`src/ffs_pkg.sv`:
```
// Purpose: Shared constants and types for the feeder fault supervisor.
// Assumes: 100 MHz system clock, APB register access with 32-bit data.
// Notes:   Display symbols are codes that a separate glyph driver renders.
package ffs_pkg;

  localparam int unsigned CLK_HZ          = 100_000_000;
  localparam int unsigned TICK_MS         = 100;
  localparam int unsigned TICK_CYCLES     = CLK_HZ / 1000 * TICK_MS;
  localparam int unsigned TICKS_PER_SEC   = 10;
  localparam int unsigned SENSE_LOSS_MS   = 800;
  localparam int unsigned SENSE_LOSS_TKS  = SENSE_LOSS_MS / TICK_MS;
  // Arc voltage in tenths of a volt.
  localparam logic [11:0] SENSE_MIN_DV    = 12'h050;
  localparam logic [5:0]  OVL_START_SEC   = 6'h1E;

  // Register byte offsets.
  localparam logic [11:0] REG_CTRL        = 12'h000;
  localparam logic [11:0] REG_STATUS      = 12'h004;
  localparam logic [11:0] REG_IRQ_STAT    = 12'h008;
  localparam logic [11:0] REG_IRQ_MASK    = 12'h00C;
  localparam logic [11:0] REG_DISP_FEED   = 12'h010;
  localparam logic [11:0] REG_DISP_VOLT   = 12'h014;

  // Control field positions.
  localparam int unsigned CTRL_ACC_SHOW   = 0;
  localparam int unsigned CTRL_TIMER_SHOW = 1;
  localparam int unsigned CTRL_FEED_OFF   = 2;
  localparam int unsigned CTRL_VOLT_OFF   = 3;
  localparam int unsigned CTRL_RUNIN      = 4;
  localparam int unsigned CTRL_RUNIN_FEED = 5;
  localparam int unsigned CTRL_RUNIN_VOLT = 6;
  localparam int unsigned CTRL_ACC_LSB    = 8;
  localparam logic [31:0] CTRL_RESET      = 32'h0000_0100;

  // Interrupt bit positions.
  localparam int unsigned IRQ_SENSE       = 0;
  localparam int unsigned IRQ_OVL         = 1;
  localparam int unsigned IRQ_GND         = 2;
  localparam int unsigned IRQ_SET_ERR     = 3;
  localparam int unsigned IRQ_W           = 4;

  typedef enum logic [3:0] {
    FFS_SYM_VALUE   = 4'h0,
    FFS_SYM_BLANK   = 4'h1,
    FFS_SYM_OFF     = 4'h2,
    FFS_SYM_DASHES  = 4'h3,
    FFS_SYM_ACC     = 4'h4,
    FFS_SYM_SECONDS = 4'h5,
    FFS_SYM_GROUND  = 4'h6,
    FFS_SYM_OVL     = 4'h7,
    FFS_SYM_SET_ERR = 4'h8,
    FFS_SYM_COLD    = 4'h9
  } ffs_sym_t;

  typedef enum logic [2:0] {
    FFS_ST_RUN      = 3'b000,
    FFS_ST_SENSE    = 3'b001,
    FFS_ST_OVL      = 3'b010,
    FFS_ST_GND_HOLD = 3'b011,
    FFS_ST_GND_ARM  = 3'b100,
    FFS_ST_SET_ERR  = 3'b101
  } ffs_state_t;

endpackage : ffs_pkg

```
`src/ffs_supervisor.sv`:
```
// Purpose: Fault supervision and display selection for a wire feeder.
// Assumes: Pins are asynchronous; arc voltage comes from an ADC in 0.1 V steps.
// Notes:   Only one fault state is held at a time; entry order is fixed.
// Behaviour
// - Low arc voltage over 0.8 s latches shutdown.
// - Sense loss stops motor, gas, output enable.
// - Overload disables outputs, shows H30, blanks voltage.
// - Count down each second; at zero restore.
// - Ground fault shows code, blanks, disables outputs.
// - Trigger release, then key or trigger clears.
// - Bad recalled settings show error until key.
// - Cold feed shows indicator, feeds without voltage.
// - Acceleration indicator with setting one to five.
// - Timer view shows seconds indicator on feed.
// - Disabled limit shows OFF on its display.
// - Run-in following weld setting shows dashes.
`timescale 1ns/1ps
module ffs_supervisor #(
  parameter int unsigned TICK_CNT = ffs_pkg::TICK_CYCLES
) (
  input  wire logic              clk,
  input  wire logic              arst_n,
  input  wire logic              trigger_pin,
  input  wire logic              motor_overload_pin,
  input  wire logic              ground_fault_pin,
  input  wire logic              key_pin,
  input  wire logic              cold_fwd_pin,
  input  wire logic              cold_rev_pin,
  input  wire logic              cold_trig_mode,
  input  wire logic [11:0]       arc_voltage_dv,
  input  wire logic              settings_valid,
  input  wire logic              settings_bad,
  input  wire logic              psel,
  input  wire logic              penable,
  input  wire logic              pwrite,
  input  wire logic [11:0]       paddr,
  input  wire logic [31:0]       pwdata,
  output logic      [31:0]       prdata,
  output logic                   pready,
  output logic                   pslverr,
  output logic                   motor_run,
  output logic                   motor_reverse,
  output logic                   gas_valve,
  output logic                   source_enable,
  output logic                   weld_voltage_on,
  output ffs_pkg::ffs_sym_t      feed_speed_display,
  output ffs_pkg::ffs_sym_t      volt_display,
  output logic      [5:0]        overload_countdown_code,
  output logic      [2:0]        accel_value,
  output logic                   irq
);
  import ffs_pkg::*;

  //////////////////////////////////////////////////////////////////////////////
  // Pin synchronisation and edge detection.

  logic [5:0] pins_s;
  logic       trig_s;
  logic       ovl_s;
  logic       gnd_s;
  logic       key_s;
  logic       cfwd_s;
  logic       crev_s;

  ffs_sync #(.W(6)) u_sync (
    .clk    (clk),
    .arst_n (arst_n),
    .din    ({trigger_pin, motor_overload_pin, ground_fault_pin,
              key_pin, cold_fwd_pin, cold_rev_pin}),
    .dout   (pins_s)
  );
  assign {trig_s, ovl_s, gnd_s, key_s, cfwd_s, crev_s} = pins_s;

  logic key_prev_q;
  logic key_prev_d;
  logic trig_prev_q;
  logic trig_prev_d;
  logic key_press;
  logic trig_close;

  always_comb begin
    key_prev_d  = key_s;
    trig_prev_d = trig_s;
  end

  always_ff @(posedge clk or negedge arst_n) begin
    if (!arst_n) begin
      key_prev_q  <= 1'b0;
      trig_prev_q <= 1'b0;
    end else begin
      key_prev_q  <= key_prev_d;
      trig_prev_q <= trig_prev_d;
    end
  end

  assign key_press  = key_s & ~key_prev_q;
  assign trig_close = trig_s & ~trig_prev_q;

  //////////////////////////////////////////////////////////////////////////////
  // Time base.

  logic [31:0] div_q;
  logic [31:0] div_d;
  logic [3:0]  tenth_q;
  logic [3:0]  tenth_d;
  logic        tick;
  logic        sec_tick;

  always_comb begin
    tick     = (div_q == TICK_CNT - 1);
    div_d    = tick ? 32'h0000_0000 : div_q + 32'h0000_0001;
    sec_tick = tick && (tenth_q == 4'(TICKS_PER_SEC - 1));
    tenth_d  = tenth_q;
    if (tick) begin
      tenth_d = sec_tick ? 4'h0 : tenth_q + 4'h1;
    end
  end

  always_ff @(posedge clk or negedge arst_n) begin
    if (!arst_n) begin
      div_q   <= 32'h0000_0000;
      tenth_q <= 4'h0;
    end else begin
      div_q   <= div_d;
      tenth_q <= tenth_d;
    end
  end

  //////////////////////////////////////////////////////////////////////////////
  // Fault state machine.

  ffs_state_t  st_q;
  ffs_state_t  st_d;
  logic [3:0]  low_q;
  logic [3:0]  low_d;
  logic [5:0]  cnt_q;
  logic [5:0]  cnt_d;
  logic        low_volt;

  assign low_volt = trig_s && !(cfwd_s || crev_s || cold_trig_mode)
                    && (arc_voltage_dv < SENSE_MIN_DV);

  always_comb begin
    st_d  = st_q;
    cnt_d = cnt_q;
    low_d = low_q;
    if (!low_volt) begin
      low_d = 4'h0;
    end else if (tick && low_q <= 4'(SENSE_LOSS_TKS)) begin
      low_d = low_q + 4'h1;
    end
    case (st_q)
      FFS_ST_RUN: begin
        if (gnd_s) begin
          st_d = FFS_ST_GND_HOLD;
        end else if (ovl_s) begin
          st_d  = FFS_ST_OVL;
          cnt_d = OVL_START_SEC;
        end else if (settings_valid && settings_bad) begin
          st_d = FFS_ST_SET_ERR;
        end else if (low_q > 4'(SENSE_LOSS_TKS)) begin
          st_d = FFS_ST_SENSE;
        end
      end
      FFS_ST_SENSE: begin
        if (!trig_s) begin
          st_d = FFS_ST_RUN;
        end
      end
      FFS_ST_OVL: begin
        if (sec_tick) begin
          if (cnt_q == 6'h00) begin
            st_d = FFS_ST_RUN;
          end else begin
            cnt_d = cnt_q - 6'h01;
          end
        end
      end
      FFS_ST_GND_HOLD: begin
        if (!trig_s) begin
          st_d = FFS_ST_GND_ARM;
        end
      end
      FFS_ST_GND_ARM: begin
        if (key_press || trig_close) begin
          st_d = FFS_ST_RUN;
        end
      end
      FFS_ST_SET_ERR: begin
        if (key_press) begin
          st_d = FFS_ST_RUN;
        end
      end
      default: st_d = FFS_ST_RUN;
    endcase
    if (st_q != FFS_ST_RUN) begin
      low_d = 4'h0;
    end
  end

  always_ff @(posedge clk or negedge arst_n) begin
    if (!arst_n) begin
      st_q  <= FFS_ST_RUN;
      cnt_q <= 6'h00;
      low_q <= 4'h0;
    end else begin
      st_q  <= st_d;
      cnt_q <= cnt_d;
      low_q <= low_d;
    end
  end

  //////////////////////////////////////////////////////////////////////////////
  // APB registers and interrupts.

  logic [31:0]       ctrl_q;
  logic [31:0]       ctrl_d;
  logic [IRQ_W-1:0]  ist_q;
  logic [IRQ_W-1:0]  ist_d;
  logic [IRQ_W-1:0]  imask_q;
  logic [IRQ_W-1:0]  imask_d;
  logic [IRQ_W-1:0]  ev;
  logic              acc;
  logic              wr;
  logic              mapped;
  logic              cold;
  logic              fault;

  assign acc  = psel && penable;
  assign wr   = acc && pwrite;
  assign cold = cfwd_s || crev_s || cold_trig_mode;
  assign fault = (st_q != FFS_ST_RUN);

  // Events are one-cycle entries into each fault state except FFS_ST_GND_ARM.
  always_comb begin
    ev              = '0;
    ev[IRQ_SENSE]   = (st_d == FFS_ST_SENSE)    && (st_q != FFS_ST_SENSE);
    ev[IRQ_OVL]     = (st_d == FFS_ST_OVL)      && (st_q != FFS_ST_OVL);
    ev[IRQ_GND]     = (st_d == FFS_ST_GND_HOLD) && (st_q != FFS_ST_GND_HOLD);
    ev[IRQ_SET_ERR] = (st_d == FFS_ST_SET_ERR)  && (st_q != FFS_ST_SET_ERR);
  end

  always_comb begin
    ctrl_d  = ctrl_q;
    imask_d = imask_q;
    ist_d   = ist_q;
    if (wr && paddr == REG_CTRL) begin
      ctrl_d = pwdata;
    end
    if (wr && paddr == REG_IRQ_MASK) begin
      imask_d = pwdata[IRQ_W-1:0];
    end
    if (wr && paddr == REG_IRQ_STAT) begin
      ist_d = ist_q & ~pwdata[IRQ_W-1:0];
    end
    // Setting after clearing lets a same-cycle event survive the clear.
    ist_d = ist_d | ev;
  end

  always_ff @(posedge clk or negedge arst_n) begin
    if (!arst_n) begin
      ctrl_q  <= CTRL_RESET;
      imask_q <= '0;
      ist_q   <= '0;
    end else begin
      ctrl_q  <= ctrl_d;
      imask_q <= imask_d;
      ist_q   <= ist_d;
    end
  end

  always_comb begin
    mapped = 1'b1;
    prdata = 32'h0000_0000;
    case (paddr)
      REG_CTRL:      prdata = ctrl_q;
      REG_STATUS:    prdata = {23'h0, cnt_q, st_q};
      REG_IRQ_STAT:  prdata = {28'h0, ist_q};
      REG_IRQ_MASK:  prdata = {28'h0, imask_q};
      REG_DISP_FEED: prdata = {28'h0, feed_speed_display};
      REG_DISP_VOLT: prdata = {28'h0, volt_display};
      default:       mapped = 1'b0;
    endcase
  end

  assign pready  = 1'b1;
  assign pslverr = acc && !mapped;
  assign irq     = |(ist_q & imask_q);

  //////////////////////////////////////////////////////////////////////////////
  // Outputs and display selection.

  logic [2:0] acc_raw;
  assign acc_raw = ctrl_q[CTRL_ACC_LSB +: 3];

  always_comb begin
    // Every fault drops motor, gas and power source together.
    motor_run       = trig_s && !fault || (cold && !fault);
    motor_reverse   = crev_s && !fault;
    gas_valve       = trig_s && !fault && !cold;
    source_enable   = trig_s && !fault && !cold;
    weld_voltage_on = source_enable;
    overload_countdown_code = (st_q == FFS_ST_OVL) ? cnt_q : 6'h00;
    // Settings outside 1..5 are clamped so the display stays in range.
    if (acc_raw < 3'h1) begin
      accel_value = 3'h1;
    end else if (acc_raw > 3'h5) begin
      accel_value = 3'h5;
    end else begin
      accel_value = acc_raw;
    end
    feed_speed_display = FFS_SYM_VALUE;
    volt_display       = FFS_SYM_VALUE;
    case (st_q)
      FFS_ST_OVL: begin
        feed_speed_display = FFS_SYM_OVL;
        volt_display       = FFS_SYM_BLANK;
      end
      FFS_ST_GND_HOLD, FFS_ST_GND_ARM: begin
        feed_speed_display = FFS_SYM_GROUND;
        volt_display       = FFS_SYM_BLANK;
      end
      FFS_ST_SET_ERR: begin
        feed_speed_display = FFS_SYM_SET_ERR;
      end
      default: begin
        if (cold) begin
          volt_display = FFS_SYM_COLD;
        end else if (ctrl_q[CTRL_ACC_SHOW]) begin
          volt_display = FFS_SYM_ACC;
        end else if (ctrl_q[CTRL_TIMER_SHOW]) begin
          feed_speed_display = FFS_SYM_SECONDS;
        end else begin
          if (ctrl_q[CTRL_RUNIN] && ctrl_q[CTRL_RUNIN_FEED]) begin
            feed_speed_display = FFS_SYM_DASHES;
          end else if (ctrl_q[CTRL_FEED_OFF]) begin
            feed_speed_display = FFS_SYM_OFF;
          end
          if (ctrl_q[CTRL_RUNIN] && ctrl_q[CTRL_RUNIN_VOLT]) begin
            volt_display = FFS_SYM_DASHES;
          end else if (ctrl_q[CTRL_VOLT_OFF]) begin
            volt_display = FFS_SYM_OFF;
          end
        end
      end
    endcase
  end

endmodule : ffs_supervisor

```
`src/ffs_sync.sv`:
```
// Purpose: Two-flop synchroniser for a group of pin inputs.
// Assumes: Inputs are asynchronous to clk.
// Notes:   The first stage is read by the second stage only.
`timescale 1ns/1ps
module ffs_sync #(
  parameter int unsigned W = 1
) (
  input  wire logic         clk,
  input  wire logic         arst_n,
  input  wire logic [W-1:0] din,
  output logic      [W-1:0] dout
);

  logic [W-1:0] meta_q;
  logic [W-1:0] sync_q;

  always_ff @(posedge clk or negedge arst_n) begin
    if (!arst_n) begin
      meta_q <= '0;
      sync_q <= '0;
    end else begin
      meta_q <= din;
      sync_q <= meta_q;
    end
  end

  assign dout = sync_q;

endmodule : ffs_sync
```
`config.mk`:
```
export PLATFORM = sky130hd
export DESIGN_NAME = ffs_supervisor
export DESIGN_NICKNAME = d
export VERILOG_FILES = /design/src/ffs_pkg.sv /design/src/ffs_supervisor.sv /design/src/ffs_sync.sv
export SDC_FILE = /design/constraint.sdc
export NUM_CORES = 1
export LEC_CHECK = 0
export BUFFER_PORTS_ARGS = -buffer_cell sky130_fd_sc_hd__buf_2
export CORE_ASPECT_RATIO = 1.1
export CORE_MARGIN = 2
export CORE_UTILIZATION = 54
export CTS_CLUSTER_SIZE = 16
export DETAILED_ROUTE_END_ITERATION = 10
export PLACE_DENSITY_LB_ADDON = 0.2
export SLEW_MARGIN = 20
export SYNTH_ARGS = -nofsm -noshare
export SYNTH_HDL_FRONTEND = slang
export SYNTH_SLANG_ARGS = --single-unit
```
`constraint.sdc`:
```
create_clock -name clk -period 2.4 [get_ports clk]
set_input_delay 0.24 -clock clk [delete_from_list [all_inputs] [get_ports clk]]
set_output_delay 0.24 -clock clk [all_outputs]
set_load 0.01 [all_outputs]
```
==> results.md <==
- Outcome: finished, final reports clean
- Die width: approximately 100 um
- GR met1 Demand/Resource: 0.2941
- Type of the setup path with the least slack: reg2out
- Slew at the pin closest to its max-slew limit: between 500 and 600 ps
- Number of standard cells in the layout, taps in and fillers out: approximately 750
- Total setup buffers inserted after CTS: 0
- Mean Syn Cell Area: ~11 um^2
- Sum Neg Setup Slack: 0 ps
- Post-route minimum period: around 2300 ps
- Mean routed wirelength per cell: 15.58 um
- Number of synthesized register bits: 103
- Type of element capturing the critical path: output port
- Cell Rows: 37
- Number of buffers added on ports: ~120
- Initial Util: 0.5577
- Design area: between 6000 and 7000 um^2
- Final setup margin: between 80 and 90 ps
- Number of antenna violations at the first check in global routing: 0
- Max Fclk: between 0.4 and 0.5 GHz
- Buffer cell driving the clock tree root: sky130_fd_sc_hd__clkbuf_8
- Core box area: 9398 um^2
- Post-synthesis to final-layout area growth: 20.74%
- Register-to-register setup slack: roughly 250 ps
- Type of the tightest min-delay check: in2reg
- Combined area of all synthesized cells: between 5000 and 6000 um^2
- Met2 GRT Util: 0.3943
- Clk network pwr share: 0.281
- Master of the slowest instance on the critical path: sky130_fd_sc_hd__or3_4
- Library cells used by synthesis: 63
- Met3 usage in global routing: 0.04351
- Global placement routability congestion: just under 0.9
- Logic pwr share: 0.239
- Number of global-route vias before repair: 4227
- Cell area power density: approximately 600 nW/um^2
- Number of inserted filler cells in the final layout: about 750
- Maximum fanout along the worst path: 6
- Net switching power: roughly 1200 uW
- Minimum setup slack after placement: roughly 200 ps
- Share of synthesized area occupied by flip-flops and latches: 0.4920
- Pins Over Slew Limit: 0
- Boundary pin count: 127
- Unrepaired setup endpoints after global routing: yes
- Global-route wire length before repair: between 15 and 20 mm
- Standard cell area after detailed placement: slightly above 6000 um^2
- Peak VDD IR: 0.3085 mV
- Sort of element at the start of the critical path: flop
- Static leakage power: around 0.0032 uW
- Crit path from: u_sync.dout[0]
- DP Wirelength: around 8.6 mm
- Clock slew at reported path FFs: 100 ps
- Required time reported for the critical path endpoint: roughly 2200 ps
- Gate count after technology mapping: about 490
- Max-Cap Viols: 0
- CP Cell Sequence: or3_4 > a2111oi_2 > nor2_1 > mux2i_1 > o211ai_1 > buf_2
- Final Cycle Share: 0.9632
- Internal cell power: about 2700 uW
- Antenna cells: 0
- Layout cell share with drive strength beyond 1: 0.3074
- Overall overflow remaining after global route: 0
- Async set-reset flop share out of synthesis: 1.000
- First-iteration detailed-routing DRC count: 212
- Pin count of the biggest net entering global routing: 66
- Worst min-delay path startpoint: pwdata[5]
- Relative max-transition margin: 0.6380
- Insertion delay of the later-clocked pin in the worst-skew pair: ~370 ps
- Nets: ~700
- Switching part of the total: 0.3061
- Height of the chip: about 110 um
- Cell count after placement: around 730
- Final number of setup-violating endpoints: 0
- Net count of the mapped netlist: between 500 and 600
- Buffer levels on the longest clock path: 2
- Drt drc: 0
- Maximum single-stage delay on the critical path: around 440 ps
- Clock tree skew after final layout: between 10 and 15 ps
- Reg2Reg Launch Point: div_q[7]
- Number of CTS-inserted buffers: 9
- DR vias/cell: roughly 5.7
- Busiest layer in global routing: met2
- Warning count from the yosys run: 0
- CTS tree: built
- Total number of H-tree levels: 3
- Overall fraction of global-route tracks in use: 0.2314
- EDFF count, synth: 0
- CTS sink cnt: roughly 100
- Die area: 10510 um^2
- Most used flip-flop cell after synthesis: sky130_fd_sc_hd__dfrtp_1
- Post-route ant nets: 0
- Total count of hold-check failures in the final report: 0
- Total via count in the routed design: 4291
- Portion of total power attributed to sequential cells: 0.480
- Initial DRT Pass Iterations: 5
- Routed wire length: ~12 mm
- Data arrival time of the worst path: between 2000 and 2500 ps
[final cells by class]
| cell class | instances | area, um^2 | share of cell area |
|---|---|---|---|
| Sequential cell | 103 | 2579 | 0.4075 |
| Multi-Input combinational cell | 351 | 2514 | 0.3972 |
| Timing Repair Buffer | 148 | 840.8 | 0.1329 |
| Tap cell | 117 | 146.4 | 0.02313 |
| Clock buffer | 10 | 137.6 | 0.02175 |
| Clock inverter | 5 | 58.81 | 0.009292 |
| Inverter | 14 | 52.55 | 0.008304 |
[power groups by stage]
stage,logic [uW],clock network (uW),registers (uW)
after CTS,916,1110,1860
after detailed placement,891,0,1890
after global placement,870,0,1890
final,928,1090,1860
after floorplan,533,0,1860
after global routing,1030,1190,1870
[worst paths after layout]
| check | endpoint | cells after the start |
|---|---|---|
| setup / recovery | prdata[0] | 6 |
| hold / removal | ctrl_q[5] | 2 |
| setup reg to reg | tenth_q[1] | 6 |
| hold reg to reg | u_sync.dout[2] | 0 |
| max in group asynchronous | ctrl_q[8] | 3 |
| min in group asynchronous | ctrl_q[17] | 2 |
[critical path, delay by kind of cell, from the launching register on]
family | cells | cell delay, ps
multiplexers | 1 | 150
AO/OA/AOI/OAI | 2 | 470
AND/OR/NAND/NOR | 2 | 530
flip-flops | 1 | 400
buffers and inverters | 1 | 150
[logic make-up after synthesis]
| logic type | synth area share |
|---|---|
| XOR/XNOR | 0.04846 |
| multiplexers | 0.09143 |
| buffers and inverters | 0.03390 |
| adder cells (fa/ha/maj) | 0.01671 |
| AND/OR/NAND/NOR | 0.2285 |
| AO/OA/AOI/OAI | 0.08833 |
| flip-flops | 0.4920 |
| other | 0.0007155 |
[layout by cell type (no fill, tap or decap), types with 12 or more instances in the layout]
cell type                   n
sky130_fd_sc_hd__buf_2    120
sky130_fd_sc_hd__dfrtp_1  102
sky130_fd_sc_hd__and3_1    36
sky130_fd_sc_hd__nor2_1    35
sky130_fd_sc_hd__nand2_1   30
sky130_fd_sc_hd__mux2_1    22
sky130_fd_sc_hd__xnor2_1   20
sky130_fd_sc_hd__buf_4     20
sky130_fd_sc_hd__mux2_2    17
sky130_fd_sc_hd__nand3_1   16
sky130_fd_sc_hd__and2_1    15
sky130_fd_sc_hd__inv_1     14
sky130_fd_sc_hd__o21ai_0   12
[state kept, by name (all words and copies together) (netlist names)]
name and flops:
trig_prev_q 1, st_q 3, cnt_q 6, low_q 4, ctrl_q 32, u_sync.dout 6
u_sync.meta_q 6, ist_q 4, key_prev_q 1, div_q 32, tenth_q 4, imask_q 4
[metal layers]
layer | part of all wire | up-vias
met5 | 0 | -
met4 | 0.022 | 0
met3 | 0.059 | 22
met2 | 0.49 | 139
met1 | 0.43 | 2098
li1 | - | 2032
[cells in the mapped netlist, types with 6 or more instances]
master | number | area, um^2
sky130_fd_sc_hd__dfrtp_1 | 102 | 2552
sky130_fd_sc_hd__and3_1 | 36 | 225.2
sky130_fd_sc_hd__nor2_1 | 35 | 131.4
sky130_fd_sc_hd__nand2_1 | 30 | 112.6
sky130_fd_sc_hd__mux2_1 | 22 | 247.7
sky130_fd_sc_hd__xnor2_1 | 20 | 175.2
sky130_fd_sc_hd__mux2_2 | 17 | 191.4
sky130_fd_sc_hd__nand3_1 | 16 | 80.08
sky130_fd_sc_hd__and2_1 | 15 | 93.84
sky130_fd_sc_hd__clkbuf_1 | 15 | 56.30
sky130_fd_sc_hd__inv_1 | 14 | 52.55
sky130_fd_sc_hd__o21ai_0 | 12 | 60.06
sky130_fd_sc_hd__a22oi_1 | 10 | 75.07
sky130_fd_sc_hd__nor3_1 | 10 | 50.05
sky130_fd_sc_hd__xor2_1 | 9 | 78.83
sky130_fd_sc_hd__nand4_1 | 8 | 50.05
sky130_fd_sc_hd__nor2b_1 | 8 | 50.05
sky130_fd_sc_hd__ha_1 | 7 | 87.58
sky130_fd_sc_hd__nor4_1 | 7 | 43.79
sky130_fd_sc_hd__a21oi_1 | 6 | 30.03
[stage by stage]
stage,util,hold slack (ps),total power [uW]
after floorplan,-,-55.59,2395
after global placement,0.6425,250.6,2760
after detailed placement,0.6425,247.5,2783
after CTS,0.6723,63.53,3886
after global routing,0.6734,63.42,4088
final,0.6734,73.67,3878
[repair_timing]
item                       CTS  global route
setup endpoints to repair    1             3
resized for setup            3             2
hold buffers                 7             0
hold endpoints to repair    44             0
No activity file was read; power rests on OpenSTA's default activity.
